`src/design/accel_fifo_map.svh`:
```
// Register map, field positions, reset values and sizes of the sample buffer.
// Assumes the serial port front end decodes byte addresses into strobes.
`ifndef ACCEL_FIFO_MAP_SVH
`define ACCEL_FIFO_MAP_SVH

// ------------------------------------------------------------
// Register offsets
// ------------------------------------------------------------
`define AXIS_X_LO_ADDR 8'h32
`define AXIS_Z_HI_ADDR 8'h37
`define BUF_CTL_ADDR 8'h38
`define BUF_STATUS_ADDR 8'h39

// ------------------------------------------------------------
// Fields and reset values
// ------------------------------------------------------------
`define CTL_MODE_HI 7
`define CTL_MODE_LO 6
`define CTL_TRIG_SEL 5
`define CTL_DEPTH_HI 4
`define CTL_DEPTH_LO 0
`define CTL_RESET 8'h00
`define STAT_TRIG_BIT 7

// ------------------------------------------------------------
// Sizes
// ------------------------------------------------------------
`define BUF_DEPTH 32
`define SAMPLE_BYTES 6

`endif

```
`src/design/accel_fifo_pkg.sv`:
```
// Types shared by the sample buffer and its surroundings.
// Assumes nothing outside; offsets live in accel_fifo_map.svh.
package accel_fifo_pkg;

    typedef struct packed {
        logic [15:0] z;
        logic [15:0] y;
        logic [15:0] x;
    } sample_t;

    // One decoded byte access from the serial port front end
    typedef struct packed {
        logic rd;
        logic wr;
        logic [7:0] addr;
        logic [7:0] wdata;
        logic xfer_end;
    } reg_req_t;

    typedef enum logic [1:0] {
        MODE_BYPASS = 2'b00,
        MODE_FILL = 2'b01,
        MODE_ROLL = 2'b10,
        MODE_TRIG = 2'b11
    } policy_t;

    typedef enum logic [1:0] {
        CAP_PRE = 2'b01,
        CAP_POST = 2'b10
    } cap_state_t;

endpackage : accel_fifo_pkg

```
`src/design/sample_fifo.sv`:
```
// Synchronous FIFO with valid/ready on both sides and an occupancy count.
// Assumes one clock; push and pop may share a cycle, also when full.
`timescale 1ns/1ps
module sample_fifo #(
    parameter int WIDTH = 48,
    parameter int DEPTH = 32,
    parameter int AW = $clog2(DEPTH)
) (
    // Clock and reset
    input wire logic ref_clk_i,
    input wire logic rst_b_i,
    // Fill side
    input wire logic in_valid_i,
    input wire logic [WIDTH-1:0] in_data_i,
    output logic in_ready_o,
    // Drain side
    output logic out_valid_o,
    output logic [WIDTH-1:0] out_data_o,
    input wire logic out_ready_i,
    // Occupancy
    output logic [AW:0] count_o
);

    logic [WIDTH-1:0] mem [DEPTH];
    logic [AW-1:0] wr_ptr_reg;
    logic [AW-1:0] rd_ptr_reg;
    logic [AW:0] count_reg;
    logic full;
    logic push;
    logic pop;

    assign full = (count_reg == (AW + 1)'(DEPTH));
    assign out_valid_o = (count_reg != '0);
    // A full buffer still takes a word when the head leaves in the same cycle
    assign in_ready_o = !full || out_ready_i;
    assign push = in_valid_i && in_ready_o;
    assign pop = out_valid_o && out_ready_i;
    assign out_data_o = mem[rd_ptr_reg];
    assign count_o = count_reg;

    always_ff @(posedge ref_clk_i) begin
        if (push) begin
            mem[wr_ptr_reg] <= in_data_i;
        end
    end

    always_ff @(posedge ref_clk_i or negedge rst_b_i) begin
        if (!rst_b_i) begin
            wr_ptr_reg <= '0;
            rd_ptr_reg <= '0;
        end else begin
            if (push) begin
                wr_ptr_reg <= (wr_ptr_reg == AW'(DEPTH - 1)) ? '0 : wr_ptr_reg + 1'b1;
            end
            if (pop) begin
                rd_ptr_reg <= (rd_ptr_reg == AW'(DEPTH - 1)) ? '0 : rd_ptr_reg + 1'b1;
            end
        end
    end

    always_ff @(posedge ref_clk_i or negedge rst_b_i) begin
        if (!rst_b_i) begin
            count_reg <= '0;
        end else if (push && !pop) begin
            count_reg <= count_reg + 1'b1;
        end else if (pop && !push) begin
            count_reg <= count_reg - 1'b1;
        end
    end

endmodule : sample_fifo

```
`src/design/accel_sample_fifo.sv`:
```
// Acceleration sample buffer: four buffering policies, trigger capture,
// watermark and overrun flags, status and control registers.
// Assumes the serial port front end delivers decoded byte accesses on the
// same clock and marks the end of each transfer with xfer_end.
`timescale 1ns/1ps
`include "accel_fifo_map.svh"
module accel_sample_fifo #(
    parameter int DEPTH = `BUF_DEPTH
) (
    // Clock and reset
    input wire logic ref_clk_i,
    input wire logic rst_b_i,
    // Sample source
    input wire logic sample_valid_i,
    input wire accel_fifo_pkg::sample_t sample_i,
    input wire logic sleep_i,
    // Trigger events as routed to the two interrupt lines
    input wire logic irq_line_a_event_i,
    input wire logic irq_line_b_event_i,
    // Register port
    input wire accel_fifo_pkg::reg_req_t reg_req_i,
    output logic [7:0] rd_data_o,
    output logic rd_valid_o,
    // Presented sample
    output logic [15:0] axis_x_out_o,
    output logic [15:0] axis_y_out_o,
    output logic [15:0] axis_z_out_o,
    // Event flags
    output logic data_ready_o,
    output logic watermark_o,
    output logic overrun_o,
    output logic capture_event_flag_o
);

    localparam int CW = $clog2(DEPTH) + 1;

    // ------------------------------------------------------------
    // Declarations
    // ------------------------------------------------------------
    logic [7:0] ctl_reg;
    accel_fifo_pkg::policy_t mode;
    logic trig_sel;
    logic [CW-1:0] depth;
    accel_fifo_pkg::cap_state_t cap_reg;
    accel_fifo_pkg::sample_t out_reg;
    logic out_valid_reg;
    logic touched_reg;
    logic ovr_reg;
    logic wm_reg;
    logic [7:0] rd_data_reg;
    logic rd_valid_reg;

    logic smp_take;
    logic ctl_wr;
    logic data_hit;
    logic pop_now;
    logic trig_ev;
    logic full;
    logic pre_trig;
    logic drop_head;
    logic load_out;
    logic ovr_ev;
    logic wm_cond;
    logic bypass_on;
    logic roll_on;
    logic watch_level;
    logic fill_drop;
    logic roll_drop;
    logic bypass_drop;
    logic [7:0] status_byte;
    logic [7:0] rd_byte;

    logic fifo_in_valid;
    logic fifo_in_ready;
    logic fifo_out_valid;
    logic fifo_out_ready;
    accel_fifo_pkg::sample_t fifo_out_data;
    logic [CW-1:0] count;
    logic [7:0] out_bytes [`SAMPLE_BYTES];

    // ------------------------------------------------------------
    // Control fields
    // ------------------------------------------------------------
    assign mode = accel_fifo_pkg::policy_t'(ctl_reg[`CTL_MODE_HI:`CTL_MODE_LO]);
    assign trig_sel = ctl_reg[`CTL_TRIG_SEL];
    assign depth = CW'(ctl_reg[`CTL_DEPTH_HI:`CTL_DEPTH_LO]);

    // ------------------------------------------------------------
    // Register access decode
    // ------------------------------------------------------------
    assign ctl_wr = reg_req_i.wr && (reg_req_i.addr == `BUF_CTL_ADDR);
    assign data_hit = reg_req_i.rd
        && (reg_req_i.addr >= `AXIS_X_LO_ADDR)
        && (reg_req_i.addr <= `AXIS_Z_HI_ADDR);

    // The pop waits for the end of the transfer so a burst sees one sample
    assign pop_now = reg_req_i.xfer_end && (touched_reg || data_hit);

    always_ff @(posedge ref_clk_i or negedge rst_b_i) begin
        if (!rst_b_i) begin
            touched_reg <= 1'b0;
        end else if (reg_req_i.xfer_end) begin
            touched_reg <= 1'b0;
        end else if (data_hit) begin
            touched_reg <= 1'b1;
        end
    end

    always_ff @(posedge ref_clk_i or negedge rst_b_i) begin
        if (!rst_b_i) begin
            ctl_reg <= `CTL_RESET;
        end else if (ctl_wr) begin
            ctl_reg <= reg_req_i.wdata;
        end
    end

    // ------------------------------------------------------------
    // Trigger capture
    // ------------------------------------------------------------
    assign trig_ev = trig_sel ? irq_line_b_event_i : irq_line_a_event_i;

    // Rewriting control rearms the capture
    always_ff @(posedge ref_clk_i or negedge rst_b_i) begin
        if (!rst_b_i) begin
            cap_reg <= accel_fifo_pkg::CAP_PRE;
        end else begin
            case (cap_reg)
                accel_fifo_pkg::CAP_PRE: begin
                    if (!ctl_wr && trig_ev && mode == accel_fifo_pkg::MODE_TRIG) begin
                        cap_reg <= accel_fifo_pkg::CAP_POST;
                    end
                end
                accel_fifo_pkg::CAP_POST: begin
                    if (ctl_wr) begin
                        cap_reg <= accel_fifo_pkg::CAP_PRE;
                    end
                end
                default: begin
                    cap_reg <= accel_fifo_pkg::CAP_PRE;
                end
            endcase
        end
    end

    assign pre_trig = (mode == accel_fifo_pkg::MODE_TRIG)
        && (cap_reg == accel_fifo_pkg::CAP_PRE);

    // ------------------------------------------------------------
    // Policy decode
    // ------------------------------------------------------------
    // Depth is a watermark level in fill-and-stop and rolling; a zero depth raises the watermark in every mode
    always_comb begin
        bypass_on = 1'b0;
        roll_on = 1'b0;
        watch_level = 1'b0;
        case (mode)
            accel_fifo_pkg::MODE_BYPASS: begin
                bypass_on = 1'b1;
            end
            accel_fifo_pkg::MODE_FILL: begin
                watch_level = 1'b1;
            end
            accel_fifo_pkg::MODE_ROLL: begin
                roll_on = 1'b1;
                watch_level = 1'b1;
            end
            default: begin
                watch_level = 1'b0;
            end
        endcase
    end

    // ------------------------------------------------------------
    // Buffering policy
    // ------------------------------------------------------------
    assign smp_take = sample_valid_i && !sleep_i;
    assign full = (count == CW'(DEPTH));
    assign load_out = !out_valid_reg && fifo_out_valid
        && (mode != accel_fifo_pkg::MODE_BYPASS);

    // Head is discarded to make room: rolling at full, or pre-trigger at depth
    always_comb begin
        drop_head = 1'b0;
        if (smp_take && !load_out) begin
            if (roll_on && full) begin
                drop_head = 1'b1;
            end else if (pre_trig && count >= depth && count != '0) begin
                drop_head = 1'b1;
            end
        end
    end

    assign fifo_in_valid = smp_take && (mode != accel_fifo_pkg::MODE_BYPASS);
    assign fifo_out_ready = load_out || drop_head;

    // ------------------------------------------------------------
    // Overrun causes
    // ------------------------------------------------------------
    // Fill-and-stop and post-trigger are refused by in_ready when full
    assign fill_drop = fifo_in_valid && !fifo_in_ready;
    // Rolling at full loses its oldest entry to make room
    assign roll_drop = roll_on && drop_head;
    // Bypass overwrites an output stage that the host has not read yet
    assign bypass_drop = bypass_on && smp_take && out_valid_reg;

    always_comb begin
        ovr_ev = 1'b0;
        if (fill_drop || roll_drop || bypass_drop) begin
            ovr_ev = 1'b1;
        end
    end

    sample_fifo #(
        .WIDTH($bits(accel_fifo_pkg::sample_t)),
        .DEPTH(DEPTH)
    ) i_sample_fifo (
        .ref_clk_i(ref_clk_i),
        .rst_b_i(rst_b_i),
        .in_valid_i(fifo_in_valid),
        .in_data_i(sample_i),
        .in_ready_o(fifo_in_ready),
        .out_valid_o(fifo_out_valid),
        .out_data_o(fifo_out_data),
        .out_ready_i(fifo_out_ready),
        .count_o(count)
    );

    // ------------------------------------------------------------
    // Output stage: the extra entry beyond the buffer
    // ------------------------------------------------------------
    always_ff @(posedge ref_clk_i or negedge rst_b_i) begin
        if (!rst_b_i) begin
            out_reg <= '0;
        end else if (load_out) begin
            out_reg <= fifo_out_data;
        end else if (mode == accel_fifo_pkg::MODE_BYPASS && smp_take) begin
            out_reg <= sample_i;
        end
    end

    // In bypass, a new sample in the cycle of a pop keeps data ready set
    always_ff @(posedge ref_clk_i or negedge rst_b_i) begin
        if (!rst_b_i) begin
            out_valid_reg <= 1'b0;
        end else if (load_out) begin
            out_valid_reg <= 1'b1;
        end else if (mode == accel_fifo_pkg::MODE_BYPASS && smp_take) begin
            out_valid_reg <= 1'b1;
        end else if (pop_now) begin
            out_valid_reg <= 1'b0;
        end
    end

    // ------------------------------------------------------------
    // Event flags
    // ------------------------------------------------------------
    always_comb begin
        wm_cond = 1'b0;
        if (depth == '0) begin
            wm_cond = 1'b1;
        end else if (watch_level) begin
            wm_cond = (count >= depth);
        end
    end

    // Level follows occupancy, so draining through data reads clears it
    always_ff @(posedge ref_clk_i or negedge rst_b_i) begin
        if (!rst_b_i) begin
            wm_reg <= 1'b0;
        end else begin
            wm_reg <= wm_cond;
        end
    end

    // Set wins over the clear from a pop in the same cycle
    always_ff @(posedge ref_clk_i or negedge rst_b_i) begin
        if (!rst_b_i) begin
            ovr_reg <= 1'b0;
        end else if (ovr_ev) begin
            ovr_reg <= 1'b1;
        end else if (pop_now) begin
            ovr_reg <= 1'b0;
        end
    end

    // ------------------------------------------------------------
    // Read data
    // ------------------------------------------------------------
    genvar gi;
    generate
        for (gi = 0; gi < `SAMPLE_BYTES; gi++) begin : g_bytes
            assign out_bytes[gi] = out_reg[gi*8 +: 8];
        end
    endgenerate

    // ------------------------------------------------------------
    // Status byte
    // ------------------------------------------------------------
    // Bit 6 is reserved; the output stage is not part of the count
    always_comb begin
        status_byte = 8'h00;
        status_byte[`STAT_TRIG_BIT] = (cap_reg == accel_fifo_pkg::CAP_POST);
        status_byte[5:0] = 6'(count);
    end

    // Unmapped addresses read as zero
    always_comb begin
        rd_byte = 8'h00;
        if (data_hit) begin
            rd_byte = out_bytes[3'(reg_req_i.addr - `AXIS_X_LO_ADDR)];
        end else if (reg_req_i.addr == `BUF_CTL_ADDR) begin
            rd_byte = ctl_reg;
        end else if (reg_req_i.addr == `BUF_STATUS_ADDR) begin
            rd_byte = status_byte;
        end
    end

    always_ff @(posedge ref_clk_i or negedge rst_b_i) begin
        if (!rst_b_i) begin
            rd_data_reg <= 8'h00;
        end else if (reg_req_i.rd) begin
            rd_data_reg <= rd_byte;
        end
    end

    always_ff @(posedge ref_clk_i or negedge rst_b_i) begin
        if (!rst_b_i) begin
            rd_valid_reg <= 1'b0;
        end else begin
            rd_valid_reg <= reg_req_i.rd;
        end
    end

    // ------------------------------------------------------------
    // Outputs
    // ------------------------------------------------------------
    assign rd_data_o = rd_data_reg;
    assign rd_valid_o = rd_valid_reg;
    assign axis_x_out_o = out_reg.x;
    assign axis_y_out_o = out_reg.y;
    assign axis_z_out_o = out_reg.z;
    assign data_ready_o = out_valid_reg;
    assign watermark_o = wm_reg;
    assign overrun_o = ovr_reg;
    assign capture_event_flag_o = (cap_reg == accel_fifo_pkg::CAP_POST);

endmodule : accel_sample_fifo

```
`config.mk`:
```
export PLATFORM = sky130hd
export DESIGN_NAME = accel_sample_fifo
export DESIGN_NICKNAME = d
export VERILOG_FILES = /design/src/design/accel_fifo_pkg.sv /design/src/design/sample_fifo.sv /design/src/design/accel_sample_fifo.sv
export VERILOG_INCLUDE_DIRS = /design/src /design/src/design
export SDC_FILE = /design/constraint.sdc
export NUM_CORES = 2
export LEC_CHECK = 0
export ABC_AREA = 1
export ABC_CLOCK_PERIOD_IN_PS = 5240
export BUFFER_PORTS_ARGS = -buffer_cell sky130_fd_sc_hd__buf_2
export CORE_ASPECT_RATIO = 0.75
export CORE_MARGIN = 10
export CORE_UTILIZATION = 53
export DETAILED_ROUTE_END_ITERATION = 8
export PLACE_DENSITY = 0.77
export SYNTH_ARGS = -nofsm -noshare
export SYNTH_HDL_FRONTEND = slang
export SYNTH_SLANG_ARGS = --single-unit
```
`constraint.sdc`:
```
create_clock -name ref_clk_i -period 5.24 [get_ports ref_clk_i]
set_input_delay 0.524 -clock ref_clk_i [delete_from_list [all_inputs] [get_ports ref_clk_i]]
set_output_delay 0.524 -clock ref_clk_i [all_outputs]
set_load 0.02 [all_outputs]
```
==> results.py <==
metrics = {
    "timing": {
        "rsz0062_at_grt": "false",
        "fin_crit_sh_pct": 77.8,
        "maxSlewViolCount": 0,
        "setup_violations": 0,
        "max-slew-margin-rel_pct": 6.97,
        "period_needed_ps": 4080,
        "hold_violations": 0,
        "fin_skew_ps": 30.4,
        "tns_ps": 0,
        "max_clock_freq_ghz": 0.245,
        "worst_pin_slew_ps": 1390,
    },
    "placed_design": {
        "dpl_cell_area_mm2": 0.0690,
        "place.gp.congestion": 0.957,
        "io_buffers": 133,
        "post-dp-hpwl_um": 103000,
    },
    "floorplanning": {
        "ioPinCount": 134,
        "die_w_um": 429,
        "die_area_mm2": 0.140,
        "placementRows": 112,
        "start_util_pct": 53.4,
        "core_mm2": 0.125,
        "die_h_um": 327,
    },
    "global_route": {
        "grt_overflow": 0,
        "grt_usage_pct": 25.8,
        "grt_pass1_wl_um": 277000,
        "grt_pass1_vias": 43800,
        "antenna_found_initial": 3,
        "grt_start_max_net_pins": 183,
    },
    "synthesis": {
        "synth_top_area_share_pct": 69.3,
        "syn_inst": 5785,
        "synthTopCellsByArea": "edfxtp_1, nand2_1, nand3_1",
        "syn-num-nets": 5879,
        "syn_area_per_cell_um2": 11.5,
        "async_flop_share_pct": 5.36,
        "ys_ff_latch": 1623,
        "syn_area_mm2": 0.0665,
        "ys.flop_type": "edfxtp_1",
        "synth-edff-count": 1536,
        "synth_top_cell_by_area": "edfxtp_1",
        "synthesis.yosys.warnings": 0,
        "synth_seq_area_share_pct": 72.6,
        "yosysUniqueCellTypes": 36,
    },
    "detailed_routing": {
        "final_antenna_net_count": 0,
        "wl_um": 185000,
        "route.detailed.drc": 0,
        "post_drt_wl_per_cell_um": 24.4,
        "wl_met3_um": 23400,
        "wl_met1_um": 71100,
        "num_vias": 45800,
        "drtPass1Iterations": 6,
        "drt_iter0_markers": 6875,
        "top_layer": "met5",
        "wl_met2_um": 82200,
        "via_per_inst": 6.06,
    },
    "final_layout": {
        "regMostFlops": "i_sample_fifo.mem",
        "layout_common_cells": "nand2_1, edfxtp_1, nand3_1, clkbuf_16, buf_2",
        "drive_gt1_share_pct": 8.11,
        "final_common_cell": "nand2_1",
        "final_area_mm2": 0.0735,
        "largest_reg_flops": 1536,
        "fill_cells": 9448,
        "nets": 5886,
        "area_growth_pct": 10.5,
    },
    "pwr": {
        "leakagePower_uw": 0.0267,
        "ir_drop_v": 0.000358,
        "power.density_mw_per_mm2": 382,
    },
    "min_path": {
        "min_from": "reg_req_i[7]",
        "hold_path_depth": 2,
        "min_path_type": "input pin to register",
        "whs_endpoint": "ctl_reg[6]",
    },
    "critical_path": {
        "startpoint_type": "register",
        "arrival_ps": 4780,
        "crit_fanout": 20,
        "r2r-start": "ctl_reg[6]",
        "crit_type": "register to register",
        "worstPathRequired_ps": 5940,
        "setup.worst_path.start": "ctl_reg[6]",
        "reg2regPathDepth": 21,
        "worstSetupEndpointType": "register",
        "worstReg2RegEnd": "i_sample_fifo.count_o[5]",
        "reg2reg_slack_ps": 1160,
    },
    "status": {
        "status": "finished, final reports clean",
    },
    "cts": {
        "path_clk_slew_ps": 60,
        "postCtsSetupBuffers": 0,
        "cts_tree": "yes",
        "cts_sinks": 1623,
        "clockBufferDepth": 3,
        "cts.repair.resized": 0,
        "numCtsBuffers": 141,
        "htree_levels": 4,
        "root_buffer": "clkbuf_16",
        "clk_latency_ps": 780,
    },
    "job": {
        "maxCapViolations": 0,
    },
}
-- cell usage after synthesis (2+ instances only) --
library cell,number
inv_1,68
a31oi_1,8
nor2_1,61
nand2_2,2
buf_4,21
mux2_2,8
ha_1,20
nor2_2,3
nand4_1,6
nand3_1,1226
inv_2,4
buf_2,206
a22oi_1,9
clkbuf_1,90
nand3_2,3
or2_2,4
buf_1,44
nand2_1,2219
o21ai_0,23
clkinv_1,2
edfxtp_1,1536
dfrtp_1,86
a21oi_1,66
nor3_1,6
buf_6,2
o211ai_1,49
xnor2_1,4
-- critical path: stages, from the launching register on --
cell	delay [ps]
dfrtp_1	380
inv_1	80
ha_1	210
inv_1	130
nand3_2	410
inv_2	190
nor2_2	60
nand2_2	100
nand3_4	140
nand2_2	740
inv_1	110
ha_1	280
inv_1	140
ha_1	280
nand3_1	100
nand3_1	80
nand2_1	90
nand2_1	60
a21oi_1	170
xnor2_1	140
nand2_1	60
nand2_1	50
-- per-layer routing --
layer,global-route usage (%),vias up
li1,-,20200
met1,36.5,22000
met2,38.5,3196
met3,5.52,402
met4,11.0,4
met5,0,-
-- kinds of logic after synthesis --
family | synth area share, %
simple gates | 22.4
flops | 72.6
buf+inv | 2.99
compound gates | 1.41
fa+ha+maj | 0.406
mux | 0.150
xor+xnor | 0.0658
-- through the flow --
step | setup WS [ps] | std cells | total power [uW] | hold WS (ps) | utilization [%]
floorplan | 1220 | 5785 | 16900 | 228 | -
global placement | 1180 | 7294 | 17900 | 485 | 55.4
detailed placement | 1160 | 7294 | 18000 | 494 | 55.4
CTS | 1140 | 7561 | 28100 | 8.24 | 59.0
global route | 751 | 7561 | 29000 | 30.1 | 59.0
finish | 1160 | 7562 | 28100 | 47.8 | 59.0
-- what timing repair did --
action | 4_1_cts | 5_1_grt
hold buffers | 8 | 0
setup endpoints to repair | 0 | 0
hold endpoints to repair | 59 | 0
-- area by class of cell --
class	count	area [um2]	share of cell area, %
Antenna cell	1	2.50	0.00340
Clock buffer	194	3960	5.39
Clock inverter	65	507	0.689
Inverter	74	303	0.412
Multi-Input combinational cell	3725	16500	22.4
Sequential cell	1623	48300	65.7
Tap cell	1653	2070	2.81
Timing Repair Buffer	227	1860	2.53
-- how the worst max path moves through the flow --
stage	endpoint	slack (ps)
2_1_floorplan	i_sample_fifo.mem[10][0]	1220
6_report	i_sample_fifo.count_o[5]	1160
3_3_place_gp	i_sample_fifo.count_o[5]	1180
4_1_cts	i_sample_fifo.count_o[5]	1140
3_5_place_dp	i_sample_fifo.count_o[5]	1160
5_1_grt	i_sample_fifo.count_o[5]	750
-- power breakdown --
part           switching, uW  internal, uW  total (uW)  leakage (uW)
Sequential               181         14300       14500        0.0149
Clock                   4640          5650       10300       0.00219
Combinational           2440           905        3350       0.00960
(Power assumes the default switching activity.)
